<file path="src/design/line_coder_pkg.sv">
// Shared constants and carrier types for the twisted-pair line coder.
package line_coder_pkg;

    // ------------------------------------------------------------------
    // Timing
    // ------------------------------------------------------------------
    localparam int CLK_MHZ      = 250; // Core clock rate.
    localparam int HALF_REF_MHZ = 20;  // Manchester half-bit reference.
    localparam int NIB_HALVES   = 8;   // Half-bit phases per 4-bit nibble.
    localparam int ACC_W        = 9;   // Width of the rate accumulator.
    localparam logic [ACC_W-1:0] ACC_STEP = ACC_W'(HALF_REF_MHZ);
    localparam logic [ACC_W-1:0] ACC_WRAP = ACC_W'(CLK_MHZ);

    // ------------------------------------------------------------------
    // Widths, depths and reset values
    // ------------------------------------------------------------------
    localparam int NIB_W      = 4;
    localparam int FIFO_DEPTH = 16;
    localparam logic [2:0] PHASE_RST = 3'h7;  // Next tick is a boundary.
    localparam logic [3:0] NIB_RST   = 4'h0;

    // ------------------------------------------------------------------
    // Types
    // ------------------------------------------------------------------
    // Line level: pos alone is +1, neg alone is -1, neither is 0.
    typedef struct packed {
        logic pos;
        logic neg;
    } line_lvl_s;

    localparam line_lvl_s LVL_ZERO  = '{pos: 1'b0, neg: 1'b0};
    localparam line_lvl_s LVL_PLUS  = '{pos: 1'b1, neg: 1'b0};
    localparam line_lvl_s LVL_MINUS = '{pos: 1'b0, neg: 1'b1};

    // Received nibble with its decode error flag.
    typedef struct packed {
        logic             err;
        logic [NIB_W-1:0] data;
    } rx_nib_s;

    // Three-level encoder states, one-hot.
    typedef enum logic [3:0] {
        MLT_ZERO_UP   = 4'h1,
        MLT_PLUS      = 4'h2,
        MLT_ZERO_DOWN = 4'h4,
        MLT_MINUS     = 4'h8
    } mlt_state_e;

endpackage

</file>
<file path="src/design/phy_line_coder.sv">
// Line coder: MLT-3 and Manchester paths with the MII nibble FIFO.
`timescale 1ns/1ps

// ----------------------------------------------------------------------
// Synchronous FIFO
// ----------------------------------------------------------------------
module nib_fifo
    import line_coder_pkg::*;
#(
    parameter int WIDTH = NIB_W,
    parameter int DEPTH = FIFO_DEPTH
) (
    // Clock and reset
    input  wire logic             core_clk,
    input  wire logic             sys_rst,
    // Fill side
    input  wire logic             in_valid,
    input  wire logic [WIDTH-1:0] in_data,
    output logic                  in_ready,
    // Drain side
    output logic                  out_valid,
    output logic [WIDTH-1:0]      out_data,
    input  wire logic             out_ready
);
    localparam int AW = $clog2(DEPTH);
    localparam logic [AW:0] FULL_CNT = (AW+1)'(DEPTH);

    logic [WIDTH-1:0] mem [DEPTH];
    logic [AW-1:0]    wr_q, wr_d, rd_q, rd_d;
    logic [AW:0]      cnt_q, cnt_d;
    logic             full_q, full_d, empty_q, empty_d;
    logic             push, pop;

    // Flags are registered so the ready and valid ports are flop outputs.
    assign push      = in_valid && !full_q;
    assign pop       = out_ready && !empty_q;
    assign in_ready  = !full_q;
    assign out_valid = !empty_q;
    assign out_data  = mem[rd_q];

    // Pointer and occupancy arithmetic.
    always_comb begin
        wr_d  = push ? AW'(wr_q + 1'b1) : wr_q;
        rd_d  = pop ? AW'(rd_q + 1'b1) : rd_q;
        cnt_d = cnt_q;
        if (push && !pop) begin
            cnt_d = (AW+1)'(cnt_q + 1'b1);
        end else if (pop && !push) begin
            cnt_d = (AW+1)'(cnt_q - 1'b1);
        end
        full_d  = (cnt_d == FULL_CNT);
        empty_d = (cnt_d == '0);
    end

    // Storage has no reset; only pointers, the occupancy count and flags need defined values.
    always_ff @(posedge core_clk) begin
        if (push) begin
            mem[wr_q] <= in_data;
        end
    end

    always_ff @(posedge core_clk or posedge sys_rst) begin
        if (sys_rst) begin
            wr_q    <= '0;
            rd_q    <= '0;
            cnt_q   <= '0;
            full_q  <= 1'b0;
            empty_q <= 1'b1;
        end else begin
            wr_q    <= wr_d;
            rd_q    <= rd_d;
            cnt_q   <= cnt_d;
            full_q  <= full_d;
            empty_q <= empty_d;
        end
    end
endmodule

// ----------------------------------------------------------------------
// Line coder top
// ----------------------------------------------------------------------
module phy_line_coder
    import line_coder_pkg::*;
#(
    parameter int DEPTH = FIFO_DEPTH
) (
    // Clock and reset
    input  wire logic             core_clk,
    input  wire logic             sys_rst,
    // Mode: high selects 100 Mb/s, low selects 10 Mb/s
    input  wire logic             mode_100,
    // 100M transmit bit stream
    input  wire logic             tx100_valid,
    input  wire logic             tx100_bit,
    // 100M receive bit streams
    input  wire logic             rx100_valid,
    output logic                  rx100_out_valid,
    output logic                  rx100_nrzi,
    output logic                  rx100_bit,
    // 10M MII transmit nibbles
    input  wire logic             tx_nib_valid,
    input  wire logic [NIB_W-1:0] tx_nib_data,
    output logic                  tx_nib_ready,
    // 10M MII receive nibbles and nibble clock
    output logic                  nibble_clk,
    output logic                  rx_nib_valid,
    output logic [NIB_W-1:0]      rx_nib_data,
    output logic                  rx_nib_err,
    // 10M recovered receive timing
    input  wire logic             rx10_frame,
    input  wire logic             rx10_half_valid,
    input  wire logic             rx10_half_first,
    // Twisted-pair line
    output logic                  line_tx_pos,
    output logic                  line_tx_neg,
    input  wire logic             line_rx_pos,
    input  wire logic             line_rx_neg
);
    // ------------------------------------------------------------------
    // Half-bit tick and nibble clock
    // ------------------------------------------------------------------
    logic [ACC_W-1:0] acc_q, acc_d;
    logic [2:0]       ph_q, ph_d;
    logic             tick, nclk_q, nclk_d;
    logic [ACC_W:0]   acc_sum;

    // The core rate is not a multiple of 20 MHz, so a fractional
    // accumulator is used; half-bits jitter by one core cycle.
    assign acc_sum = (ACC_W+1)'(acc_q) + (ACC_W+1)'(ACC_STEP);
    assign tick    = (acc_sum >= (ACC_W+1)'(ACC_WRAP));

    always_comb begin
        acc_d  = tick ? ACC_W'(acc_sum - (ACC_W+1)'(ACC_WRAP))
                      : ACC_W'(acc_sum);
        ph_d   = tick ? 3'(ph_q + 1'b1) : ph_q;
        nclk_d = ph_d[2];
    end

    always_ff @(posedge core_clk or posedge sys_rst) begin
        if (sys_rst) begin
            acc_q  <= '0;
            ph_q   <= PHASE_RST;
            nclk_q <= 1'b1;
        end else begin
            acc_q  <= acc_d;
            ph_q   <= ph_d;
            nclk_q <= nclk_d;
        end
    end

    // ------------------------------------------------------------------
    // 10M transmit: FIFO and Manchester serializer
    // ------------------------------------------------------------------
    logic             fifo_valid, pop, busy_q, busy_d;
    logic [NIB_W-1:0] fifo_data, sh_q, sh_d;
    logic             man_bit, man_lvl;

    // A nibble is taken only at a nibble boundary in 10M mode, so the
    // MAC sees back-pressure while the line drains.
    assign pop = tick && (ph_q == PHASE_RST) && !mode_100;

    nib_fifo #(
        .WIDTH (NIB_W),
        .DEPTH (DEPTH)
    ) u_tx_fifo (
        .core_clk  (core_clk),
        .sys_rst   (sys_rst),
        .in_valid  (tx_nib_valid),
        .in_data   (tx_nib_data),
        .in_ready  (tx_nib_ready),
        .out_valid (fifo_valid),
        .out_data  (fifo_data),
        .out_ready (pop)
    );

    always_comb begin
        busy_d = busy_q;
        sh_d   = sh_q;
        if (pop) begin
            busy_d = fifo_valid;
            sh_d   = fifo_valid ? fifo_data : NIB_RST;
        end else if (mode_100) begin
            busy_d = 1'b0;
        end
    end

    always_ff @(posedge core_clk or posedge sys_rst) begin
        if (sys_rst) begin
            busy_q <= 1'b0;
            sh_q   <= NIB_RST;
        end else begin
            busy_q <= busy_d;
            sh_q   <= sh_d;
        end
    end

    // Bit index is the upper phase bits, so bit 0 goes out first.
    assign man_bit = sh_q[ph_q[2:1]];
    // First half carries the bit, second half its inverse.
    assign man_lvl = ph_q[0] ? !man_bit : man_bit;

    // ------------------------------------------------------------------
    // 100M transmit: three-level encoder
    // ------------------------------------------------------------------
    mlt_state_e mlt_q, mlt_d;
    line_lvl_s  mlt_lvl, tx_lvl_d;

    always_comb begin
        mlt_d = mlt_q;
        if (tx100_valid && tx100_bit && mode_100) begin
            case (mlt_q)
                MLT_ZERO_UP:   mlt_d = MLT_PLUS;
                MLT_PLUS:      mlt_d = MLT_ZERO_DOWN;
                MLT_ZERO_DOWN: mlt_d = MLT_MINUS;
                MLT_MINUS:     mlt_d = MLT_ZERO_UP;
                default:       mlt_d = MLT_ZERO_UP;
            endcase
        end
        case (mlt_d)
            MLT_PLUS:  mlt_lvl = LVL_PLUS;
            MLT_MINUS: mlt_lvl = LVL_MINUS;
            default:   mlt_lvl = LVL_ZERO;
        endcase
    end

    // One pair, two formats; an idle 10M line rests at zero.
    always_comb begin
        if (mode_100) begin
            tx_lvl_d = mlt_lvl;
        end else if (busy_q) begin
            tx_lvl_d = man_lvl ? LVL_PLUS : LVL_MINUS;
        end else begin
            tx_lvl_d = LVL_ZERO;
        end
    end

    always_ff @(posedge core_clk or posedge sys_rst) begin
        if (sys_rst) begin
            mlt_q       <= MLT_ZERO_UP;
            line_tx_pos <= 1'b0;
            line_tx_neg <= 1'b0;
        end else begin
            mlt_q       <= mlt_d;
            line_tx_pos <= tx_lvl_d.pos;
            line_tx_neg <= tx_lvl_d.neg;
        end
    end

    // ------------------------------------------------------------------
    // 100M receive: three-level and NRZI decoding
    // ------------------------------------------------------------------
    line_lvl_s rx_lvl, prev_q, prev_d;
    logic      nrzi_d, bit_d, oval_d;

    // Both wires high is not a legal level and is read as zero.
    assign rx_lvl = (line_rx_pos == line_rx_neg) ? LVL_ZERO
                  : line_lvl_s'{pos: line_rx_pos, neg: line_rx_neg};

    always_comb begin
        prev_d = prev_q;
        nrzi_d = rx100_nrzi;
        bit_d  = rx100_bit;
        oval_d = 1'b0;
        if (rx100_valid && mode_100) begin
            prev_d = rx_lvl;
            // A level change toggles the NRZI level.
            nrzi_d = rx100_nrzi ^ (rx_lvl != prev_q);
            // An NRZI transition decodes to a one.
            bit_d  = nrzi_d ^ rx100_nrzi;
            oval_d = 1'b1;
        end
    end

    always_ff @(posedge core_clk or posedge sys_rst) begin
        if (sys_rst) begin
            prev_q          <= LVL_ZERO;
            rx100_nrzi      <= 1'b0;
            rx100_bit       <= 1'b0;
            rx100_out_valid <= 1'b0;
        end else begin
            prev_q          <= prev_d;
            rx100_nrzi      <= nrzi_d;
            rx100_bit       <= bit_d;
            rx100_out_valid <= oval_d;
        end
    end

    // ------------------------------------------------------------------
    // 10M receive: Manchester decoder and nibble assembly
    // ------------------------------------------------------------------
    logic             first_q, first_d, got_q, got_d, bad_q, bad_d;
    logic [1:0]       cnt_q, cnt_d;
    logic [NIB_W-1:0] asm_q, asm_d;
    rx_nib_s          nib_q, nib_d;
    logic             nval_d;

    // Timing of half-bits comes from recovery outside this block; a
    // halves pair with equal levels is flagged, not dropped.
    always_comb begin
        first_d = first_q;
        got_d   = got_q;
        bad_d   = bad_q;
        cnt_d   = cnt_q;
        asm_d   = asm_q;
        nib_d   = nib_q;
        nval_d  = 1'b0;
        if (!rx10_frame || mode_100) begin
            got_d = 1'b0;
            bad_d = 1'b0;
            cnt_d = '0;
        end else if (rx10_half_valid && rx10_half_first) begin
            first_d = line_rx_pos;
            got_d   = 1'b1;
        end else if (rx10_half_valid && got_q) begin
            got_d = 1'b0;
            // High first half is a one.
            asm_d = {first_q, asm_q[NIB_W-1:1]};
            bad_d = bad_q || (first_q == line_rx_pos);
            cnt_d = 2'(cnt_q + 1'b1);
            if (cnt_q == 2'h3) begin
                nib_d  = '{err: bad_d, data: asm_d};
                nval_d = 1'b1;
                bad_d  = 1'b0;
            end
        end
    end

    always_ff @(posedge core_clk or posedge sys_rst) begin
        if (sys_rst) begin
            first_q      <= 1'b0;
            got_q        <= 1'b0;
            bad_q        <= 1'b0;
            cnt_q        <= '0;
            asm_q        <= NIB_RST;
            nib_q        <= '0;
            rx_nib_valid <= 1'b0;
        end else begin
            first_q      <= first_d;
            got_q        <= got_d;
            bad_q        <= bad_d;
            cnt_q        <= cnt_d;
            asm_q        <= asm_d;
            nib_q        <= nib_d;
            rx_nib_valid <= nval_d;
        end
    end

    assign rx_nib_data = nib_q.data;
    assign rx_nib_err  = nib_q.err;
    assign nibble_clk  = nclk_q;
endmodule

</file>
<file path="config.mk">
export PLATFORM = sky130hd
export DESIGN_NAME = phy_line_coder
export DESIGN_NICKNAME = d
export VERILOG_FILES = /design/src/design/line_coder_pkg.sv /design/src/design/phy_line_coder.sv
export SDC_FILE = /design/constraint.sdc
export NUM_CORES = 1
export LEC_CHECK = 0
export ABC_AREA = 1
export BUFFER_PORTS_ARGS = -buffer_cell sky130_fd_sc_hd__buf_2
export CAP_MARGIN = 10
export CORE_ASPECT_RATIO = 0.6
export CORE_UTILIZATION = 33
export DETAILED_ROUTE_END_ITERATION = 16
export SLEW_MARGIN = 10
export SYNTH_ARGS = -nofsm -noshare
export SYNTH_HDL_FRONTEND = slang
export SYNTH_SLANG_ARGS = --single-unit
</file>
<file path="constraint.sdc">
create_clock -name core_clk -period 2.7 [get_ports core_clk]
set_input_delay 0.27 -clock core_clk [delete_from_list [all_inputs] [get_ports core_clk]]
set_output_delay 0.27 -clock core_clk [all_outputs]
set_load 0.1 [all_outputs]
</file>
After elaboration in Yosys (flattened, before gate mapping)

Memories as Yosys holds them, arrays and structs flattened.
Index checks and enable logic that the tools add are counted.

Register bits: 58
RAM bits: 64
Input bits: 16
Output and inout bits: 13
Logic and storage cells: 114
Memories kept: 1

Add/subtract/negate cells: 8
Order comparisons: 2
Equal/unequal tests: 12
Muxes and demuxes: 33
Bitwise operators: 4
Reduce and logical (&&, ||, !) cells: 28

Memories:

| memory        | depth | width | read ports | clocked after memory_dff | wr ports | RTL line             | text |
|---|---|---|---|---|---|---|---|
| u_tx_fifo.mem | 16    | 4     | 1          | 0                        | 1        | phy_line_coder.sv:28 | `logic [WIDTH-1:0] mem [DEPTH];` |

Operators with widths:

| kind                                                 | number |
|---|---|
| two-way mux 1 bit                                    | 18 |
| two-way mux 2 bit                                    | 7 |
| one-hot mux 4 bit (3 select lines)                   | 1 |
| logical AND 1 bit                                    | 11 |
| adder 9 x 5 -> 10 bit, second input constant         | 1 |
| >= comparator 10 x 8 -> 1 bit, second input constant | 1 |
| two-way mux 5 bit                                    | 2 |
| two-way mux 9 bit                                    | 1 |
| subtractor 9 x 8 -> 9 bit, second input constant     | 1 |
| adder 4 x 1 -> 4 bit, second input constant          | 2 |
| == test 4 x 2 -> 1 bit, second input constant        | 2 |
| two-way mux 4 bit                                    | 2 |
| logical NOT 1 bit                                    | 7 |
| adder 5 x 1 -> 5 bit, second input constant          | 1 |
| == test 5 bit, second input constant                 | 1 |
| logical NOT 5 bit                                    | 1 |
| subtractor 5 x 1 -> 5 bit, second input constant     | 1 |
| == test 4 x 1 -> 1 bit, second input constant        | 1 |
| == test 4 x 3 -> 1 bit, second input constant        | 1 |
| == test 4 bit, second input constant                 | 1 |
| one-hot mux 2 bit (2 select lines)                   | 1 |
| AND reduction 2 bit                                  | 2 |
| AND reduction 4 bit                                  | 1 |
| nonzero test 2 bit                                   | 2 |
| other kinds (14)                                     | 18 |

Logic depth before layout (Yosys ltp)

Depth after elaboration: 9
Gate-level depth with buffers: 18
Depth with buffers taken out: 18

Modules after synthesis

From an unflattened synthesis, not the netlist that was laid out.

Cell total of the unflattened synthesis: 586
Area, all modules: 5647.9 um^2

Modules (own cells, without submodules):

| module         | instances | cells an instance | area each (um^2) | seq. area each (um^2) |
|---|---|---|---|---|
| nib_fifo       | 1         | 328               | 3478.3           | 2298.5 |
| phy_line_coder | 1         | 258               | 2169.6           | 1031.0 |

Least setup slack after synthesis

OpenSTA, ideal clock, no wires.

Path kind: reg2reg
From: register u_tx_fifo.full_q
To: memory u_tx_fifo.mem[11][0] in the netlist's numbering (enable)
Setup time: 0.329 ns
Arrival: 1.921 ns
Path slack: 0.450 ns
Cell stages (with the launch flop): 7
Clock period less this slack: 2.250 ns
Cells stage by stage: dfrtp_1 > inv_1 > nand2_1 > inv_1 > buf_2 > nand2_1 > nor2_1

Word-level cells in the longest chain between the ends: 4

RTL lines:

| item                                    | RTL line              | text |
|---|---|---|
| start, declared                         | phy_line_coder.sv:31  | `logic full_q, full_d, empty_q, empty_d;` |
| start signal, assigned                  | phy_line_coder.sv:73  | `full_q <= full_d;` |
| logical NOT 1 bit                       | -                     |  |
| via tx_nib_ready                        | phy_line_coder.sv:103 | `output logic tx_nib_ready,` |
| logical AND 1 bit                       | phy_line_coder.sv:35  | `assign push = in_valid && !full_q;` |
| two-way mux 1 bit                       | phy_line_coder.sv:57  | `if (push) begin` |
| two-way mux 1 bit (implied by the code) | phy_line_coder.sv:58  | `mem[wr_q] <= in_data;` |
| end, declared                           | phy_line_coder.sv:28  |  |

The timed path passes the listed nets, and every way through them passes these cells.

Worst setup path after layout

From: register acc_q[2]
To: register acc_q[7]

Word-level cells in the longest chain between the ends: 3

RTL lines:

| item                                                                              | RTL line                                     | text |
|---|---|---|
| start, declared                                                                   | phy_line_coder.sv:122                        | `logic [ACC_W-1:0] acc_q, acc_d;` |
| start signal, assigned                                                            | phy_line_coder.sv:141                        | `acc_q <= '0;` |
| start signal, assigned                                                            | phy_line_coder.sv:145                        | `acc_q <= acc_d;` |
| adder 9 x 5 -> 10 bit (*)                                                         | phy_line_coder.sv:129                        | `assign acc_sum = (ACC_W+1)'(acc_q) + (ACC_W+1)'(ACC_STEP);` |
| subtractor 9 x 8 -> 9 bit / >= comparator 10 x 8 -> 1 bit (equally long branches) | phy_line_coder.sv:133, phy_line_coder.sv:130 |  |
| two-way mux 9 bit (*)                                                             | phy_line_coder.sv:133                        | `acc_d = tick ? ACC_W'(acc_sum - (ACC_W+1)'(ACC_WRAP))` |
| via acc_d[7]                                                                      | phy_line_coder.sv:122                        |  |

Mark *: on every way through the listed nets, which the timed path passes. The rest lies on a longest branch.
A chain may end at the register's enable or synchronous reset.

==> run metrics <==
routed len/inst 14.3 µm; commonest non-fill, non-tap cells in the layout 97 x nand2_1, 64 x edfxtp_1, 57 x inv_1, 56 x nor2_1, 51 x dfrtp_1; R2R depth 14; Max Clock Skew 0.00996 ns; Pins Over Slew Limit 0; Setup Crit Path Kind reg2reg; Syn Area/Cell 10.3 µm²; Post-DRT Antenna Nets 0; Placed Cells 749; uppermost layer routed met4; commonest non-fill, non-tap cell in the layout nand2_1; largest net degree at the start of global routing 37; unrepaired setup endpoints after global routing false; clock latency on the worst-skew pair 0.41 ns; met1 wire length a little under 6000 µm; Synth Instances around 520; Placer Congestion 0.852; crit path DAT 2.75 ns; WP data required around 3.0 ns; Multi-input gate area 1810 µm²; Primary FF master, synth edfxtp_1; vias 3722; site row count 35; post-synthesis sequential area ratio between 60% and 70%; Synth async-reset ratio a little under half; drt total wl 11200 µm; Die Wd 167 µm; Longest Clk Path Bufs 2; syn nets 554; Initial Util 34.5%; first drt pass iteration count 6; Post-synth EDFFs 64; final period utilization 89.6%; HP Class in2async; # diodes 0; Critical Path Start Type flip-flop; GR Util All Layers 14.5%; post-route non-filler standard cell count 783; Residual DRC 0; TritonCTS buffer count 17; maxcap violations 0; VDD IR-drop max 479 µV; setup_tns 0 ns; Synth Register Bits 120; number of clock sinks 120; Core Box Area 15700 µm²; failing checks hold timing; # IOs 29; Lkg Pwr around 2.8 nW; Cell Pwr Density between 800 and 900 nW/µm²; CP Capture Type flip-flop; initial antenna violation count 0; die area 16900 µm²; Syn. warnings 0; first-pass GRT wire length 18500 µm; layout cells sized above 1 16.7%; register area 3330 µm²; I/O Buffers 28; WL met3 661 µm; fin crit period 2.42 ns; drt first-iter violations 345; GR Overflow Total 0; Worst slew margin 47.8%; status complete, but fails checks; Total Nets Final 598; WHS -0.00211 ns; Power Total 5.24 mW; Setup violations, final 0; final hold vios 2; die height 101 µm; clk root buf clkbuf_16; vias in the first global route 3653; clock slew at reported path FFs approximately 0.06 ns; CTS H-tree lvls 4; DP Wirelength about 7800 µm; met2 wire length 4530 µm; cts hold-fix bufs 0; Distinct cells, synth 36; fmax 413 MHz; Max FO, Critical Path 9; synthesized cell area 5410 µm²; fill count 1477; Slew @ Worst Pin 0.781 ns; P&R area growth vs syn 18.9%; via/cell ratio 4.75; CTS tree built
## registers in the layout, summed over array words and instances (netlist names), 2 cells and up
register,flops
cnt_q,2
prev_q,2
sh_q,4
u_tx_fifo.cnt_q,5
ph_q,3
rx_nib_data,4
acc_q,8
u_tx_fifo.mem,64
asm_q,3
u_tx_fifo.wr_q,4
mlt_q,4
u_tx_fifo.rd_q,4
## per-stage QoR
step	util, %	cell area, µm²	worst slack, ns
2_1_floorplan	-	5410	0.450
3_3_place_gp	37.0	5800	0.354
3_5_place_dp	37.0	5800	0.233
4_1_cts	40.9	6410	0.186
5_1_grt	41.0	6430	0.00935
6_report	41.0	6430	0.281
## Yosys cell counts (3+ instances only)
master | count | share of area [%]
a41oi_1 | 4 | 0.65
o221ai_1 | 8 | 1.3
o21ai_1 | 3 | 0.28
nor2_2 | 3 | 0.35
dfstp_2 | 5 | 2.4
nand3_1 | 34 | 3.1
o21ai_0 | 46 | 4.3
ha_1 | 15 | 3.5
inv_1 | 58 | 4.0
nor3_1 | 3 | 0.28
inv_2 | 4 | 0.28
nand2_4 | 4 | 0.83
nand3b_1 | 3 | 0.42
nand2_1 | 97 | 6.7
a21oi_1 | 13 | 1.2
dfrtp_1 | 51 | 24
nand2_2 | 6 | 0.69
xnor2_1 | 3 | 0.49
clkbuf_1 | 7 | 0.49
edfxtp_1 | 64 | 36
nand4_1 | 3 | 0.35
xor2_1 | 16 | 2.6
nor2_1 | 56 | 3.9
## path summary, 6_finish.rpt
kind	slack [ns]	to	startpoint
setup / recovery	0.28	acc_q[7]	acc_q[2]
hold / removal	-0.002	rx_nib_data[1]	sys_rst
setup reg to reg	0.28	acc_q[7]	acc_q[2]
hold reg to reg	0.46	rx100_nrzi	rx100_nrzi
max in group asynchronous	1.94	ph_q[2]	sys_rst
min in group core_clk	0.17	prev_q[1]	line_rx_neg
## what timing repair did
item | in CTS | in global routing
setup endpoints to repair | 0 | 2
setup buffers | 0 | 2
resized for setup | 0 | 2
## metal layers
metal	global-route usage [%]	up-vias
li1	-	1842
met1	20.9	1778
met2	20.3	94
met4	5.01	0
met5	0	-
met3	4.69	8
## critical path, stage by stage (launching register included)
cell and delay (ns):
dfrtp_1 0.44, ha_1 0.24, inv_1 0.10, nand2_4 0.07, nand2_4 0.07, nand3_1 0.09
nor2_1 0.17, nand2_2 0.10, nand3_2 0.12, buf_4 0.18, inv_1 0.10, nor2_1 0.19
nand3b_1 0.14, nor3_1 0.19, xnor2_1 0.14
## where the power goes
part	switching [mW]	internal, mW	total, mW	leakage, nW
registers	0.112	2.14	2.25	1.26
logic	0.530	0.193	0.723	1.22
clock network	0.789	1.48	2.27	0.305
total	1.43	3.81	5.24	2.78
## kinds of logic after synthesis
kind of cell,synth area share [%]
simple gates,18.0
buf+inv,5.23
fa+ha+maj,3.47
xor+xnor,3.08
compound gates,8.72
flops,61.5
## final cells by class
cell class | count | area share [%]
well taps | 203 | 3.95
clock inverters | 9 | 1.28
inverters | 63 | 3.67
multi-input cells | 330 | 28.1
flip-flops and latches | 120 | 51.7
repair buffers | 35 | 2.99
clock buffers | 23 | 8.26
Power figures use the tool's default switching activity.
